**config.mk**
```make
export PLATFORM = sky130hd
export DESIGN_NAME = rx_phy_core
export DESIGN_NICKNAME = d
export VERILOG_FILES = /design/src/rx_phy_pkg.sv /design/src/rx_path_if.sv /design/src/rx_phy_core.sv /design/src/line_sync.sv /design/src/strap_capture.sv
export SDC_FILE = /design/constraint.sdc
export NUM_CORES = 1
export LEC_CHECK = 0
export BUFFER_PORTS_ARGS = -buffer_cell sky130_fd_sc_hd__buf_2
export CAP_MARGIN = 20
export CORE_MARGIN = 10
export CORE_UTILIZATION = 40
export DETAILED_ROUTE_END_ITERATION = 8
export PLACE_DENSITY_LB_ADDON = 0.1
export RECOVER_POWER = 100
export REMOVE_ABC_BUFFERS = 1
export SETUP_SLACK_MARGIN = 0.2
export SLEW_MARGIN = 20
export SYNTH_ARGS = -nofsm -noshare
export SYNTH_HDL_FRONTEND = slang
export SYNTH_SLANG_ARGS = --single-unit
```
**constraint.sdc**
```tcl
create_clock -name clk -period 1.2 [get_ports clk]
set_input_delay 0.36 -clock clk [delete_from_list [all_inputs] [get_ports clk]]
set_output_delay 0.36 -clock clk [all_outputs]
set_load 0.1 [all_outputs]
```
**src/rx_phy_pkg.sv**
```systemverilog
// Shared constants and types for the receive-side MII/RMII block
// What this block does
// - Receive nibble on four lines, line0 LSB
// - Reset samples data lines 0-2 as mode
// - RMII leaves receive data lines 2,3 unused
// - Line 3 high/floating selects interrupt output
// - Line 3 low selects transmit error input
// - Receive error flags errors in current frame
// - Symbol mode puts symbol MSB on error in MII
// - MII valid marks decoded nibbles; RMII unused
// - MII receive clock 12.5MHz (25MHz capped) or 2.5MHz
// - Clock pin strap pulled up disables regulator
// - MII collision output follows medium collision
// - Reset release latches MII/RMII select strap
// - RMII carrier/valid high while medium busy
// - RMII 10BASE-T data low until SFD
// - No transmit loopback in RMII 10BASE-T half-duplex
// - Carrier sense output follows medium carrier
// - Transmit error substitutes error code-group
// - Carrier pin strap is address bit 4
package rx_phy_pkg;
  localparam int CLK_HZ = 25_000_000;
  localparam int RX_CLK_100_HZ = 25_000_000;
  localparam int RX_CLK_10_HZ = 2_500_000;
  localparam int RX_HALF_100_RAW = CLK_HZ / (2 * RX_CLK_100_HZ);
  localparam int RX_HALF_10_RAW = CLK_HZ / (2 * RX_CLK_10_HZ);
  localparam logic [3:0] RX_HALF_100 =
    (RX_HALF_100_RAW < 1) ? 4'h1 : 4'(RX_HALF_100_RAW);
  localparam logic [3:0] RX_HALF_10 =
    (RX_HALF_10_RAW < 1) ? 4'h1 : 4'(RX_HALF_10_RAW);
  localparam logic [7:0] SFD_BYTE = 8'hAB;
  localparam int AXI_AW = 4;
  localparam logic [AXI_AW-1:0] CTRL_ADDR = 4'h0;
  localparam logic [AXI_AW-1:0] STATUS_ADDR = 4'h4;
  localparam logic [1:0] RESP_OKAY = 2'h0;
  localparam logic [1:0] RESP_SLVERR = 2'h2;
  localparam int CTRL_SPEED_BIT = 0;
  localparam int CTRL_DUPLEX_BIT = 1;
  localparam int CTRL_SYMBOL_BIT = 2;
  localparam logic CTRL_SPEED_RST = 1'b1;
  localparam int ST_MODE_LSB = 0;
  localparam int ST_INTSEL_BIT = 3;
  localparam int ST_REG_DIS_BIT = 4;
  localparam int ST_RMII_BIT = 5;
  localparam int ST_ADDR4_BIT = 6;
  localparam int ST_DONE_BIT = 7;
  localparam int ST_STATE_LSB = 8;
  localparam int PIN_RXCLK = 4;
  localparam int PIN_COL = 5;
  localparam int PIN_CRS = 6;
  localparam int STRAP_PINS = 7;
  typedef enum logic [1:0] {
    RX_IDLE = 2'h0,
    RX_PREAMBLE = 2'h1,
    RX_DATA = 2'h3
  } rx_state_t;
  typedef struct packed {
    logic [2:0] mode;
    logic int_sel;
    logic reg_off;
    logic rmii;
    logic addr4;
  } strap_t;
  localparam strap_t STRAP_RST = '0;
  typedef struct packed {
    logic [3:0] nibble;
    logic valid;
    logic err;
    logic sym_hi;
    logic carrier;
    logic col;
    logic txer_pin;
  } line_t;
endpackage

```
**src/rx_path_if.sv**
```systemverilog
// Carrier for synced line signals and latched straps
`timescale 1ns/1ps
`default_nettype none
interface rx_path_if;
  import rx_phy_pkg::*;
  line_t line;
  logic line_edge;
  strap_t strap;
  logic strap_done;
  modport sync_src (output line, output line_edge);
  modport strap_src (output strap, output strap_done);
  modport core (input line, input line_edge, input strap, input strap_done);
endinterface
`default_nettype wire

```
**src/rx_phy_core.sv**
```systemverilog
// Receive-side MII/RMII pin logic with strap sharing and register slave
//
// The register offsets and the AXI4-Lite register port were decided locally.
`timescale 1ns/1ps
`default_nettype none
module rx_phy_core
  import rx_phy_pkg::*;
(
  input wire logic clk,
  input wire logic srst,
  input wire logic [AXI_AW-1:0] s_axi_awaddr,
  input wire logic s_axi_awvalid,
  output logic s_axi_awready,
  input wire logic [31:0] s_axi_wdata,
  input wire logic [3:0] s_axi_wstrb,
  input wire logic s_axi_wvalid,
  output logic s_axi_wready,
  output logic [1:0] s_axi_bresp,
  output logic s_axi_bvalid,
  input wire logic s_axi_bready,
  input wire logic [AXI_AW-1:0] s_axi_araddr,
  input wire logic s_axi_arvalid,
  output logic s_axi_arready,
  output logic [31:0] s_axi_rdata,
  output logic [1:0] s_axi_rresp,
  output logic s_axi_rvalid,
  input wire logic s_axi_rready,
  input wire logic line_clk,
  input wire logic [3:0] line_nibble,
  input wire logic line_valid,
  input wire logic line_err,
  input wire logic receive_symbol_high_bit,
  input wire logic line_carrier,
  input wire logic line_col,
  input wire logic tx_en,
  input wire logic irq_request,
  input wire logic [3:0] rxd_in,
  output logic [3:0] rxd_out,
  output logic [3:0] rxd_oe,
  output logic rx_er_out,
  output logic rx_dv_out,
  input wire logic rx_clk_in,
  output logic rx_clk_out,
  output logic rx_clk_oe,
  input wire logic col_in,
  output logic col_out,
  output logic col_oe,
  input wire logic crs_in,
  output logic crs_out,
  output logic crs_oe,
  input wire logic intr_in,
  output logic interrupt_output_low,
  output logic intr_oe,
  output logic [2:0] default_mode,
  output logic interrupt_pin_function_strap,
  output logic core_regulator_disable_strap,
  output logic rmii_mode,
  output logic management_address_high_bit,
  output logic tx_error_substitute,
  output logic transmit_symbol_high_bit
);
  typedef struct packed {
    logic awready;
    logic wready;
    logic arready;
    logic aw_held;
    logic [AXI_AW-1:0] aw_addr;
    logic w_held;
    logic [31:0] w_data;
    logic [3:0] w_strb;
    logic bvalid;
    logic [1:0] bresp;
    logic rvalid;
    logic [31:0] rdata;
    logic [1:0] rresp;
    logic speed100;
    logic full_duplex;
    logic symbol_mode;
    rx_state_t rstate;
    logic [7:0] sfd_shift;
    logic [3:0] rxd;
    logic rx_er;
    logic rx_dv;
    logic col_pin;
    logic crs;
    logic driven;
    logic [3:0] clk_cnt;
    logic rx_clk;
    logic intr_oe;
    logic tx_err_sub;
    logic tx_sym_hi;
  } core_state_t;

  core_state_t st;
  core_state_t next_st;
  line_t line_pack;
  rx_path_if bus ();

  // Unmapped or unaligned addresses get an error answer
  function automatic logic [1:0] resp_for(input logic [AXI_AW-1:0] a);
    resp_for = (a == CTRL_ADDR || a == STATUS_ADDR) ? RESP_OKAY
                                                    : RESP_SLVERR;
  endfunction

  assign line_pack = '{nibble: line_nibble, valid: line_valid,
                       err: line_err, sym_hi: receive_symbol_high_bit,
                       carrier: line_carrier, col: line_col,
                       txer_pin: intr_in};

  line_sync u_sync (
    .clk(clk),
    .srst(srst),
    .line_clk(line_clk),
    .line_in(line_pack),
    .bus(bus.sync_src)
  );

  strap_capture u_strap (
    .clk(clk),
    .srst(srst),
    .pins({crs_in, col_in, rx_clk_in, rxd_in}),
    .bus(bus.strap_src)
  );

  logic rmii;
  logic ten;
  logic no_loop;
  logic [7:0] shifted;
  assign rmii = bus.strap.rmii;
  assign ten = ~st.speed100;
  assign no_loop = rmii & ten & ~st.full_duplex & tx_en;
  assign shifted = {bus.line.nibble[1:0], st.sfd_shift[7:2]};

  // Next state of bus slave, control and receive pins
  always_comb begin
    next_st = st;
    // Write address and data are taken independently
    if (st.awready && s_axi_awvalid) begin
      next_st.aw_held = 1'b1;
      next_st.aw_addr = s_axi_awaddr;
    end
    if (st.wready && s_axi_wvalid) begin
      next_st.w_held = 1'b1;
      next_st.w_data = s_axi_wdata;
      next_st.w_strb = s_axi_wstrb;
    end
    if (st.bvalid && s_axi_bready) begin
      next_st.bvalid = 1'b0;
    end
    if (st.aw_held && st.w_held && !st.bvalid) begin
      if (st.aw_addr == CTRL_ADDR && st.w_strb[0]) begin
        next_st.speed100 = st.w_data[CTRL_SPEED_BIT];
        next_st.full_duplex = st.w_data[CTRL_DUPLEX_BIT];
        next_st.symbol_mode = st.w_data[CTRL_SYMBOL_BIT];
      end
      next_st.bvalid = 1'b1;
      next_st.bresp = resp_for(st.aw_addr);
      next_st.aw_held = 1'b0;
      next_st.w_held = 1'b0;
    end
    // Reads answer one cycle after the address is taken
    if (st.rvalid && s_axi_rready) begin
      next_st.rvalid = 1'b0;
    end
    if (st.arready && s_axi_arvalid) begin
      next_st.rvalid = 1'b1;
      next_st.rresp = resp_for(s_axi_araddr);
      next_st.rdata = '0;
      if (s_axi_araddr == CTRL_ADDR) begin
        next_st.rdata[CTRL_SPEED_BIT] = st.speed100;
        next_st.rdata[CTRL_DUPLEX_BIT] = st.full_duplex;
        next_st.rdata[CTRL_SYMBOL_BIT] = st.symbol_mode;
      end else if (s_axi_araddr == STATUS_ADDR) begin
        next_st.rdata[ST_MODE_LSB +: 3] = bus.strap.mode;
        next_st.rdata[ST_INTSEL_BIT] = bus.strap.int_sel;
        next_st.rdata[ST_REG_DIS_BIT] = bus.strap.reg_off;
        next_st.rdata[ST_RMII_BIT] = bus.strap.rmii;
        next_st.rdata[ST_ADDR4_BIT] = bus.strap.addr4;
        next_st.rdata[ST_DONE_BIT] = bus.strap_done;
        next_st.rdata[ST_STATE_LSB +: 2] = st.rstate;
      end
    end
    next_st.awready = ~next_st.aw_held;
    next_st.wready = ~next_st.w_held;
    next_st.arready = ~next_st.rvalid;

    // Framing: 10BASE-T over RMII hunts for the delimiter first
    case (st.rstate)
      RX_IDLE: begin
        next_st.sfd_shift = '0;
        if (bus.line.carrier) begin
          next_st.rstate = (rmii && ten) ? RX_PREAMBLE : RX_DATA;
        end
      end
      RX_PREAMBLE: begin
        if (!bus.line.carrier) begin
          next_st.rstate = RX_IDLE;
        end else if (bus.line_edge) begin
          next_st.sfd_shift = shifted;
          if (shifted == SFD_BYTE) begin
            next_st.rstate = RX_DATA;
          end
        end
      end
      RX_DATA: begin
        if (!bus.line.carrier) begin
          next_st.rstate = RX_IDLE;
        end
      end
      default: begin
        next_st.rstate = RX_IDLE;
      end
    endcase

    // Data pins move only on line clock edges
    if (bus.line_edge) begin
      if (rmii) begin
        next_st.rxd = '0;
        if (st.rstate == RX_DATA && !no_loop) begin
          next_st.rxd[1:0] = bus.line.nibble[1:0];
        end
        next_st.rx_dv = 1'b0;
      end else begin
        next_st.rxd = bus.line.nibble;
        next_st.rx_dv = bus.line.valid;
      end
      next_st.rx_er = (st.symbol_mode && !rmii) ? bus.line.sym_hi
                                                : bus.line.err;
    end
    // Shared collision pin carries carrier/valid in RMII
    next_st.col_pin = rmii ? bus.line.carrier : bus.line.col;
    next_st.crs = bus.line.carrier;
    next_st.driven = bus.strap_done;

    // Receive clock divider; at 25MHz base the fast rate is capped
    if (rmii) begin
      next_st.rx_clk = 1'b0;
      next_st.clk_cnt = '0;
    end else if (st.clk_cnt >=
                 (st.speed100 ? RX_HALF_100 : RX_HALF_10) - 4'h1) begin
      next_st.rx_clk = ~st.rx_clk;
      next_st.clk_cnt = '0;
    end else begin
      next_st.clk_cnt = st.clk_cnt + 4'h1;
    end

    // Shared interrupt / transmit error pin by strap
    if (bus.strap.int_sel) begin
      next_st.intr_oe = bus.strap_done & irq_request;
      next_st.tx_err_sub = 1'b0;
      next_st.tx_sym_hi = 1'b0;
    end else begin
      next_st.intr_oe = 1'b0;
      next_st.tx_err_sub = bus.line.txer_pin & st.speed100 &
                           ~st.symbol_mode;
      next_st.tx_sym_hi = bus.line.txer_pin & st.symbol_mode;
    end
  end

  // Register stage; strap pins stay undriven through reset
  always_ff @(posedge clk) begin
    if (srst) begin
      st <= '0;
      st.speed100 <= CTRL_SPEED_RST;
      st.rstate <= RX_IDLE;
    end else begin
      st <= next_st;
    end
  end

  assign s_axi_awready = st.awready;
  assign s_axi_wready = st.wready;
  assign s_axi_bresp = st.bresp;
  assign s_axi_bvalid = st.bvalid;
  assign s_axi_arready = st.arready;
  assign s_axi_rdata = st.rdata;
  assign s_axi_rresp = st.rresp;
  assign s_axi_rvalid = st.rvalid;
  assign rxd_out = st.rxd;
  assign rxd_oe = {4{st.driven}};
  assign rx_er_out = st.rx_er;
  assign rx_dv_out = st.rx_dv;
  assign rx_clk_out = st.rx_clk;
  assign rx_clk_oe = st.driven;
  assign col_out = st.col_pin;
  assign col_oe = st.driven;
  assign crs_out = st.crs;
  assign crs_oe = st.driven;
  // Open-drain style: pin only ever pulled low
  assign interrupt_output_low = 1'b0;
  assign intr_oe = st.intr_oe;
  assign default_mode = bus.strap.mode;
  assign interrupt_pin_function_strap = bus.strap.int_sel;
  assign core_regulator_disable_strap = bus.strap.reg_off;
  assign rmii_mode = bus.strap.rmii;
  assign management_address_high_bit = bus.strap.addr4;
  assign tx_error_substitute = st.tx_err_sub;
  assign transmit_symbol_high_bit = st.tx_sym_hi;
endmodule // rx_phy_core
`default_nettype wire

```
**src/line_sync.sv**
```systemverilog
// Two-stage synchroniser and edge finder for the line side
`timescale 1ns/1ps
`default_nettype none
module line_sync
  import rx_phy_pkg::*;
(
  input wire logic clk,
  input wire logic srst,
  input wire logic line_clk,
  input wire line_t line_in,
  rx_path_if.sync_src bus
);
  typedef struct packed {
    line_t s1;
    line_t s2;
    logic c1;
    logic c2;
    logic c3;
  } sync_state_t;
  sync_state_t st;
  sync_state_t next_st;

  // First stages feed only the second stages
  always_comb begin
    next_st = st;
    next_st.s1 = line_in;
    next_st.s2 = st.s1;
    next_st.c1 = line_clk;
    next_st.c2 = st.c1;
    next_st.c3 = st.c2;
    // Clock stages keep sampling in reset: a line clock left high
    // would otherwise look like a fresh rise right after release
    if (srst) begin
      next_st.s1 = '0;
      next_st.s2 = '0;
    end
  end

  always_ff @(posedge clk) begin
    st <= next_st;
  end

  // Data is sampled alongside the clock so both share one latency
  assign bus.line = st.s2;
  assign bus.line_edge = st.c2 & ~st.c3;
endmodule // line_sync
`default_nettype wire

```
**src/strap_capture.sv**
```systemverilog
// Reset-time strap sampling on the shared receive pins
`timescale 1ns/1ps
`default_nettype none
module strap_capture
  import rx_phy_pkg::*;
(
  input wire logic clk,
  input wire logic srst,
  input wire logic [STRAP_PINS-1:0] pins,
  rx_path_if.strap_src bus
);
  typedef struct packed {
    logic [STRAP_PINS-1:0] s1;
    logic [STRAP_PINS-1:0] s2;
    logic rst_d;
    strap_t strap;
    logic done;
  } cap_state_t;
  cap_state_t st;
  cap_state_t next_st;

  // Samplers keep running in reset: the straps are only valid then
  always_comb begin
    next_st = st;
    next_st.s1 = pins;
    next_st.s2 = st.s1;
    next_st.rst_d = srst;
    if (srst) begin
      next_st.strap = STRAP_RST;
      next_st.done = 1'b0;
    end else if (st.rst_d) begin
      next_st.strap.mode = st.s2[2:0];
      next_st.strap.int_sel = st.s2[3];
      next_st.strap.reg_off = st.s2[PIN_RXCLK];
      next_st.strap.rmii = st.s2[PIN_COL];
      next_st.strap.addr4 = st.s2[PIN_CRS];
      next_st.done = 1'b1;
    end
  end

  always_ff @(posedge clk) begin
    st <= next_st;
  end

  assign bus.strap = st.strap;
  assign bus.strap_done = st.done;
endmodule // strap_capture
`default_nettype wire

```
==> flow_summary.json, run 1 <==
{
  "worst_ep_required_time_ns": 0.84,
  "synth_area_leaders": "dfxtp_1, buf_4, mux2i_1",
  "cts-root-buf": "clkbuf_8",
  "min_from": "line_clk",
  "clock_latency_ns": 0.36,
  "slew_headroom_pct": 61.0,
  "cts_tree": "built",
  "r2r-end": "st[27]",
  "leakage_nw": 2.26,
  "grt_pass1_vias": 2604,
  "drt_pass1_iterations": 4,
  "violations": "setup timing",
  "syn-cell-area_um2": 3700,
  "drv_cap": 0,
  "hold_path_class": "in2reg",
  "timing.final.crit_share_pct": 116,
  "setup_viol": 58,
  "rows": 35,
  "post-dp-hpwl_mm": 6.00,
  "post-route-min-period_ns": 1.39,
  "diodes": 0,
  "place.gp.congestion": 0.721,
  "fin_setup_tns_ns": -4.18,
  "clk_pin_slew_ns": 0.10,
  "grt_max_degree": 19,
  "final_cells": 581,
  "io_buffers": 81,
  "dieArea_um2": 13500,
  "synth_ff_type": "dfxtp_1",
  "reg2reg_slack_ns": -0.10,
  "yosys_warnings": 0,
  "holdPathEnd": "u_sync.next_st[1]",
  "finalHoldViolCount": 0,
  "grt_pass1_wl_mm": 12.3,
  "area_delta_synth_final_pct": 45.3,
  "h-tree-depth": 3,
  "status": "finished, violations left",
  "worst_setup_path_end_kind": "output pin",
  "place_area_um2": 4750,
  "top_usage_layer": "met2",
  "grt-ovfl-total": 0,
  "use_met2_pct": 17.5,
  "ys_seq_area_share_pct": 54.6,
  "rsz0062_at_grt": "yes",
  "wire_per_inst_um": 14.1,
  "nets": 539,
  "drtIter0Drc": 100,
  "drt-total-wl_mm": 8.18,
  "drive_gt1_share_pct": 47.9,
  "syn_area_per_cell_um2": 10.2,
  "yosys-top-cells-count": "dfxtp_1, buf_4, nand2_1, nor2_1, nor2b_1",
  "criticalPathCategory": "reg2out",
  "yosysTopAreaCell": "dfxtp_1",
  "grt_use_met3_pct": 4.67,
  "drv_slew": 0,
  "holdPathStages": 1,
  "startpoint_type": "flip-flop",
  "drc_errors": 0,
  "cts_buffer_depth": 2,
  "track_usage_pct": 11.7,
  "start_util_pct": 40.7,
  "tightestPinTransition_ns": 0.585,
  "vias_per_cell": 4.51,
  "worstPathMaxFanout": 7,
  "p_per_area_nw_per_um2": 1310,
  "placedCellCount": 539,
  "ir_drop_mv": 0.626,
  "coreArea_um2": 9110,
  "synth_most_common_cell": "dfxtp_1",
  "clkSinkCount": 101,
  "synth_top_area_share_pct": 54.6,
  "syn-instance-count": 362,
  "postRouteAntennaNets": 0,
  "fp.dieH_um": 116,
  "use_met1_pct": 14.3,
  "setup_slack_ns": -0.194,
  "cts_inserted_buffers": 9,
  "io_pins": 139,
  "vias": 2622,
  "arrival_ns": 1.03,
  "fin_area_um2": 5380,
  "synth_cell_type_count": 40,
  "ys_ff_latch": 101,
  "antenna_found_initial": 0,
  "cts_hold_buf": 0,
  "synth_edf_count": 0,
  "rr_startpoint": "st[108]",
  "fin_skew_ns": 0.00974,
  "die_w_um": 116,
  "ff2ff_path_depth": 3,
  "max_freq_ghz": 0.717,
  "synth-async-reset-ratio_pct": 0
}
what timing repair did:
item | CTS | global route
buffers inserted | 17 | 9
pin swaps | 15 | 19
endpoints found under the setup margin | 70 | 80
resized for setup | 87 | 28
report_power, final:
| part | internal (mW) | switching, mW |
|---|---|---|
| combinational | 0.437 | 0.988 |
| sequential | 3.48 | 0.0806 |
| clock | 0.851 | 1.23 |
sequential cells by signal, indices dropped and copies added, names as in the netlist, 2 cells and up:
| signal | cells |
|---|---|
| u_sync.next_st | 2 |
| rxd_out | 4 |
| shifted | 6 |
| u_strap.st | 8 |
| s_axi_rdata | 10 |
| u_sync.bus.line | 10 |
| st | 19 |
| u_sync.st | 11 |
| u_strap.bus.strap | 7 |
| u_strap.next_st | 7 |
worst max-delay path: stages (launching register included):
cell and delay (ns):
dfxtp_2 0.35, buf_12 0.14, buf_12 0.18
cell usage in the layout, fill, tap and decap left out, drive strengths merged, types with 2 or more instances in the layout:
cell type  count
nor3b          3
nor2          25
o21a           3
nand4          8
o2bb2ai        3
nor2b         24
and3           3
dfxtp        101
a21oi         22
nand2b        10
mux2i         16
ha             3
buf          122
clkinvlp       2
nand2         25
a22o           6
nand3b         4
nor3           3
clkbuf        20
nand3         12
inv           14
a211oi         2
nor4           2
conb          25
o41ai          2
worst max-delay path by stage:
stage | startpoint | end | slack, ns | cells after the start
6_report | col_oe | rx_clk_oe | -0.19 | 2
5_1_grt | col_oe | rxd_oe[1] | -0.25 | 2
4_1_cts | col_oe | rx_clk_oe | -0.22 | 2
3_5_place_dp | srst | shifted[2] | -0.18 | 4
3_3_place_gp | srst | shifted[3] | -0.15 | 4
2_1_floorplan | col_oe | col_oe | -3.93 | 0
metrics by stage:
step           hold slack (ns)  util [%]  worst slack [ns]  total power, mW
2_1_floorplan            0.310         -             -3.93             4.51
3_3_place_gp             0.312      52.2            -0.155             4.98
3_5_place_dp             0.315      52.2            -0.182             4.99
4_1_cts                 0.0670      58.2            -0.219             7.12
5_1_grt                 0.0585      59.1            -0.246             7.39
6_report                0.0894      59.1            -0.194             7.06
cells by family (layout without fill, tap and decap cells):
family / count (synthesis) / in the layout / share of synthesized area (%)
buf+inv: 75 / 159 / 13.1
xor+xnor: 1 / 1 / 0.237
mux: 16 / 16 / 4.32
fa+ha+maj: 3 / 3 / 1.01
compound gates: 41 / 41 / 7.60
other cells: 1 / 25 / 0.101
flops: 101 / 101 / 54.6
simple gates: 124 / 124 / 19.0
per-layer routing:
| layer | vias up | wire [um] |
|---|---|---|
| li1 | 1332 | - |
| met1 | 1191 | 3750 |
| met2 | 90 | 3690 |
| met3 | 9 | 637 |
| met4 | 0 | 100 |
| met5 | - | 0 |
area by class of cell:
type | instances | area [um2]
inverters | 11 | 41.3
clock inverters | 6 | 55.1
repair buffers | 132 | 1440
fillers | 795 | 3730
clock buffers | 10 | 138
multi-input cells | 210 | 1470
flip-flops and latches | 101 | 2100
well taps | 111 | 139
Note: power is estimated with default switching activity, not from simulation.
==> run 2: changes to the inputs <==
Settings changed: PLACE_DENSITY from default to 0.7, PLACE_DENSITY_LB_ADDON 0.1 to default.
==> flow_summary.json, run 2 (synthesis gave the netlist of run 1 again) <==
{
  "wire_per_inst_um": 15.1,
  "h-tree-depth": 3,
  "rows": 35,
  "dieArea_um2": 13500,
  "fin_area_um2": 5460,
  "cts_buffer_depth": 2,
  "drt-total-wl_mm": 8.75,
  "track_usage_pct": 12.1,
  "area_delta_synth_final_pct": 47.5,
  "worstPathMaxFanout": 7,
  "worst_setup_path_end_kind": "output pin",
  "status": "finished, violations left",
  "rr_startpoint": "st[108]",
  "drv_slew": 0,
  "drc_errors": 0,
  "drive_gt1_share_pct": 49.5,
  "holdPathStages": 1,
  "min_from": "line_clk",
  "cp_slowest_stage_delay_ns": 0.35,
  "ff2ff_path_depth": 3,
  "leakage_nw": 2.29,
  "place_worst_setup_slack_ns": -0.168,
  "antenna_found_initial": 0,
  "final_cell_mix": "dfxtp_1, buf_12, buf_2, dfxtp_2, buf_4",
  "reg2reg_slack_ns": -0.12,
  "clkSinkCount": 101,
  "timing.final.crit_share_pct": 116,
  "hold_path_class": "in2reg",
  "diodes": 0,
  "post-dp-hpwl_mm": 6.27,
  "drv_cap": 0,
  "r2r-end": "st[29]",
  "fp.dieH_um": 116,
  "io_buffers": 81,
  "tightestPinTransition_ns": 0.565,
  "place_area_um2": 4730,
  "rsz0062_at_grt": "yes",
  "top_register": "st",
  "coreArea_um2": 9110,
  "fin_skew_ns": 0.0133,
  "drt_pass1_iterations": 6,
  "cts_tree": "built",
  "fin_setup_tns_ns": -4.34,
  "final_core_util_pct": 60.0,
  "slew_headroom_pct": 62.3,
  "ir_drop_mv": 0.809,
  "clk_pin_slew_ns": 0.10,
  "vias_per_cell": 4.60,
  "grt_pass1_vias": 2680,
  "setup_slack_ns": -0.195,
  "clock_latency_ns": 0.36,
  "cpMostUsedCell": "buf_12",
  "biggestRegsByFlops": "st (19), u_sync.st (11)",
  "arrival_ns": 1.04,
  "nets": 538,
  "post-route-min-period_ns": 1.40,
  "fillers": 728,
  "grt_pass1_wl_mm": 12.9,
  "start_util_pct": 40.7,
  "io_pins": 139,
  "startpoint_type": "flip-flop",
  "drtIter0Drc": 94,
  "die_w_um": 116,
  "postRouteAntennaNets": 0,
  "layout_commonest_cell": "dfxtp_1",
  "cts-root-buf": "clkbuf_8",
  "holdPathEnd": "u_sync.next_st[1]",
  "setup_viol": 56,
  "worstPathCellList": "buf_12, buf_12",
  "worst_ep_required_time_ns": 0.84,
  "largest_reg_flops": 19,
  "vias": 2668,
  "criticalPathCategory": "reg2out",
  "cts_inserted_buffers": 9,
  "max_freq_ghz": 0.717,
  "finalHoldViolCount": 0,
  "grt_max_degree": 27,
  "p_per_area_nw_per_um2": 1310,
  "cts_hold_buf": 0,
  "critPathSlowestCell": "dfxtp_2",
  "place.gp.congestion": 0.784,
  "violations": "setup timing",
  "grt-ovfl-total": 0
}
[run 2: worst max path at each step]
stage                 end  cells past startpoint  slack (ns)    from
2_1_floorplan      col_oe                      0       -3.93  col_oe
3_3_place_gp   shifted[5]                      4       -0.11    srst
3_5_place_dp   shifted[4]                      4       -0.17    srst
4_1_cts         rxd_oe[0]                      2       -0.22  col_oe
5_1_grt         rxd_oe[0]                      2       -0.25  col_oe
6_report        rxd_oe[0]                      2       -0.20  col_oe
[run 2: timing repair]
item                       CTS  global route
cloned                       0             0
setup endpoints to repair   77            81
gates resized for setup     84            44
pin swaps                   19            18
hold endpoints to repair     0             0
setup buffers               17            11
[run 2: power by group]
group	leakage (nW)	internal (mW)	total [mW]	switching [mW]
Sequential	0.852	3.47	3.56	0.0889
Combinational	1.34	0.434	1.43	0.991
Clock	0.0977	0.984	2.15	1.17
[run 2: worst max-delay path: cells and delay by family (launching register included)]
kind | cells | cell delay [ns]
buf+inv | 2 | 0.33
flops | 1 | 0.35
[run 2: metrics by stage]
stage | total power, mW | cells | hold slack (ns)
2_1_floorplan | 4.51 | 322 | 0.310
3_3_place_gp | 4.96 | 536 | 0.313
3_5_place_dp | 4.98 | 536 | 0.312
4_1_cts | 7.17 | 569 | 0.0800
5_1_grt | 7.41 | 580 | 0.0706
6_report | 7.14 | 580 | 0.0909
[run 2: area by class of cell]
type,instances,area (um2),area share [%]
Clock inverter,6,68.8,1.26
Multi-Input combinational cell,210,1530,28.0
Timing Repair Buffer,131,1450,26.6
Sequential cell,101,2100,38.5
Inverter,11,43.8,0.802
Tap cell,111,139,2.54
Clock buffer,10,128,2.34
[run 2: metal layers]
metal  share of wire [%]  up-vias  GRT usage (%)
li1                    -     1330              -
met1                  40     1242           13.5
met2                  50       79           20.4
met3                 8.4       17           4.62
met4                 1.9        0           4.50
met5                   0        -              0
==> run 3: changes to the inputs <==
Settings changed: CORE_ASPECT_RATIO from default to 0.8.
==> flow_summary.json, run 3 (synthesis gave the netlist of run 1 again) <==
{
  "wire_per_inst_um": 14.9,
  "io_buffers": 81,
  "critPathSlowestCell": "dfxtp_2",
  "worstPathMaxFanout": 7,
  "worst_ep_required_time_ns": 0.84,
  "postRouteAntennaNets": 0,
  "min_from": "line_clk",
  "holdPathStages": 1,
  "drv_slew": 0,
  "fillers": 729,
  "worst_setup_path_end_kind": "output pin",
  "fp.dieH_um": 106,
  "cp_slowest_stage_delay_ns": 0.34,
  "rr_startpoint": "st[108]",
  "post-route-min-period_ns": 1.37,
  "worstPathCellList": "buf_12, buf_12",
  "drive_gt1_share_pct": 47.6,
  "drtIter0Drc": 109,
  "finalHoldViolCount": 0,
  "hold_path_class": "in2reg",
  "dieArea_um2": 13500,
  "fin_skew_ns": 0.0122,
  "fin_setup_tns_ns": -3.86,
  "io_pins": 139,
  "slew_headroom_pct": 57.0,
  "grt-ovfl-total": 0,
  "cts_tree": "built",
  "coreArea_um2": 9040,
  "rsz0062_at_grt": "yes",
  "arrival_ns": 1.01,
  "max_freq_ghz": 0.732,
  "timing.final.crit_share_pct": 114,
  "holdPathEnd": "u_sync.next_st[1]",
  "ff_latch_area_um2": 2090,
  "final_cell_mix": "dfxtp_1, buf_12, buf_2, dfxtp_2, buf_4",
  "nets": 529,
  "cts_hold_buf": 0,
  "largest_reg_flops": 19,
  "antenna_found_initial": 0,
  "place.gp.congestion": 0.783,
  "criticalPathCategory": "reg2out",
  "rows": 31,
  "die_w_um": 128,
  "ir_drop_mv": 0.768,
  "reg2reg_slack_ns": -0.12,
  "cts_buffer_depth": 2,
  "biggestRegsByFlops": "st (19), u_sync.st (11)",
  "diodes": 0,
  "cts-root-buf": "clkbuf_16",
  "clk_pin_slew_ns": 0.08,
  "top_register": "st",
  "p_per_area_nw_per_um2": 1420,
  "h-tree-depth": 3,
  "startpoint_type": "flip-flop",
  "leakage_nw": 2.29,
  "multi_input_area_um2": 1500,
  "drv_cap": 0,
  "cpMostUsedCell": "buf_12",
  "drc_errors": 0,
  "grt_max_degree": 33,
  "ff2ff_path_depth": 3,
  "setup_slack_ns": -0.167,
  "grt_pass1_wl_mm": 13.6,
  "cts_inserted_buffers": 9,
  "final_core_util_pct": 60.6,
  "track_usage_pct": 12.2,
  "vias": 2652,
  "clkSinkCount": 101,
  "tightestPinTransition_ns": 0.645,
  "status": "finished, violations left",
  "start_util_pct": 41.0,
  "layout_commonest_cell": "dfxtp_1",
  "setup_viol": 84,
  "violations": "setup timing",
  "r2r-end": "st[29]",
  "grt_pass1_vias": 2791,
  "drt_pass1_iterations": 4,
  "clock_latency_ns": 0.34,
  "post-dp-hpwl_mm": 6.03,
  "area_delta_synth_final_pct": 48.0,
  "vias_per_cell": 4.61,
  "drt-total-wl_mm": 8.59
}
-- run 3: changes by cell type in the layout (fill, tap and decap cells not counted), moves of 3 or more --
cell	delta
clkbuf_8	-9
inv_2	+3
inv_1	-3
a21oi_2	-3
a21oi_1	+3
buf_4	-4
inv_6	-3
dfxtp_4	-3
clkbuf_16	+9
clkbuf_2	-3
-- run 3: power by group --
part / total, mW / internal, mW / leakage [nW] / switching, mW
sequential: 3.57 / 3.48 / 0.849 / 0.0931
combinational: 1.43 / 0.440 / 1.30 / 0.990
clock: 2.78 / 1.46 / 0.143 / 1.32
total: 7.78 / 5.38 / 2.29 / 2.40
-- run 3: final cells by class --
type | instances | area share (%)
Sequential cell | 101 | 38.2
Clock inverter | 7 | 1.35
Tap cell | 115 | 2.63
Inverter | 11 | 0.822
Clock buffer | 9 | 4.11
Multi-Input combinational cell | 210 | 27.3
Timing Repair Buffer | 122 | 25.6
-- run 3: worst max path at each step --
| stage | start | endpoint | slack [ns] |
|---|---|---|---|
| finish | col_oe | rxd_oe[1] | -0.17 |
| global route | st[108] | st[27] | -0.19 |
| CTS | col_oe | rxd_oe[1] | -0.18 |
| detailed placement | srst | shifted[5] | -0.16 |
| global placement | srst | shifted[5] | -0.12 |
| floorplan | col_oe | col_oe | -3.93 |
-- run 3: what timing repair did --
item                       CTS  global route
setup endpoints to repair   78            74
resized for setup           82            31
buffers inserted            15             5
hold endpoints to repair     0             0
pin swaps                   12            15
-- run 3: layer usage --
metal  vias to the layer above  GRT usage, %  part of all wire, %
met3                         8          5.21                  7.2
met5                         -             0                    0
li1                       1315             -                    -
met1                      1255          13.4                   40
met4                         0          3.45                 0.91
met2                        74          21.2                   52
-- run 3: critical path: cells and delay by family, from the launching register on --
family,cells,cell delay (ns)
buf+inv,2,0.33
flops,1,0.34
-- run 3: through the flow --
stage               area [um2]  power, mW  hold slack, ns  worst slack [ns]  instances
floorplan                 3350       4.51           0.310             -3.93        322
global route              5480       8.05           0.103            -0.188        575
finish                    5480       7.78           0.111            -0.167        575
detailed placement        4730       4.98           0.313            -0.165        539
global placement          4730       4.96           0.311            -0.116        539
CTS                       5350       7.81           0.103            -0.179        570
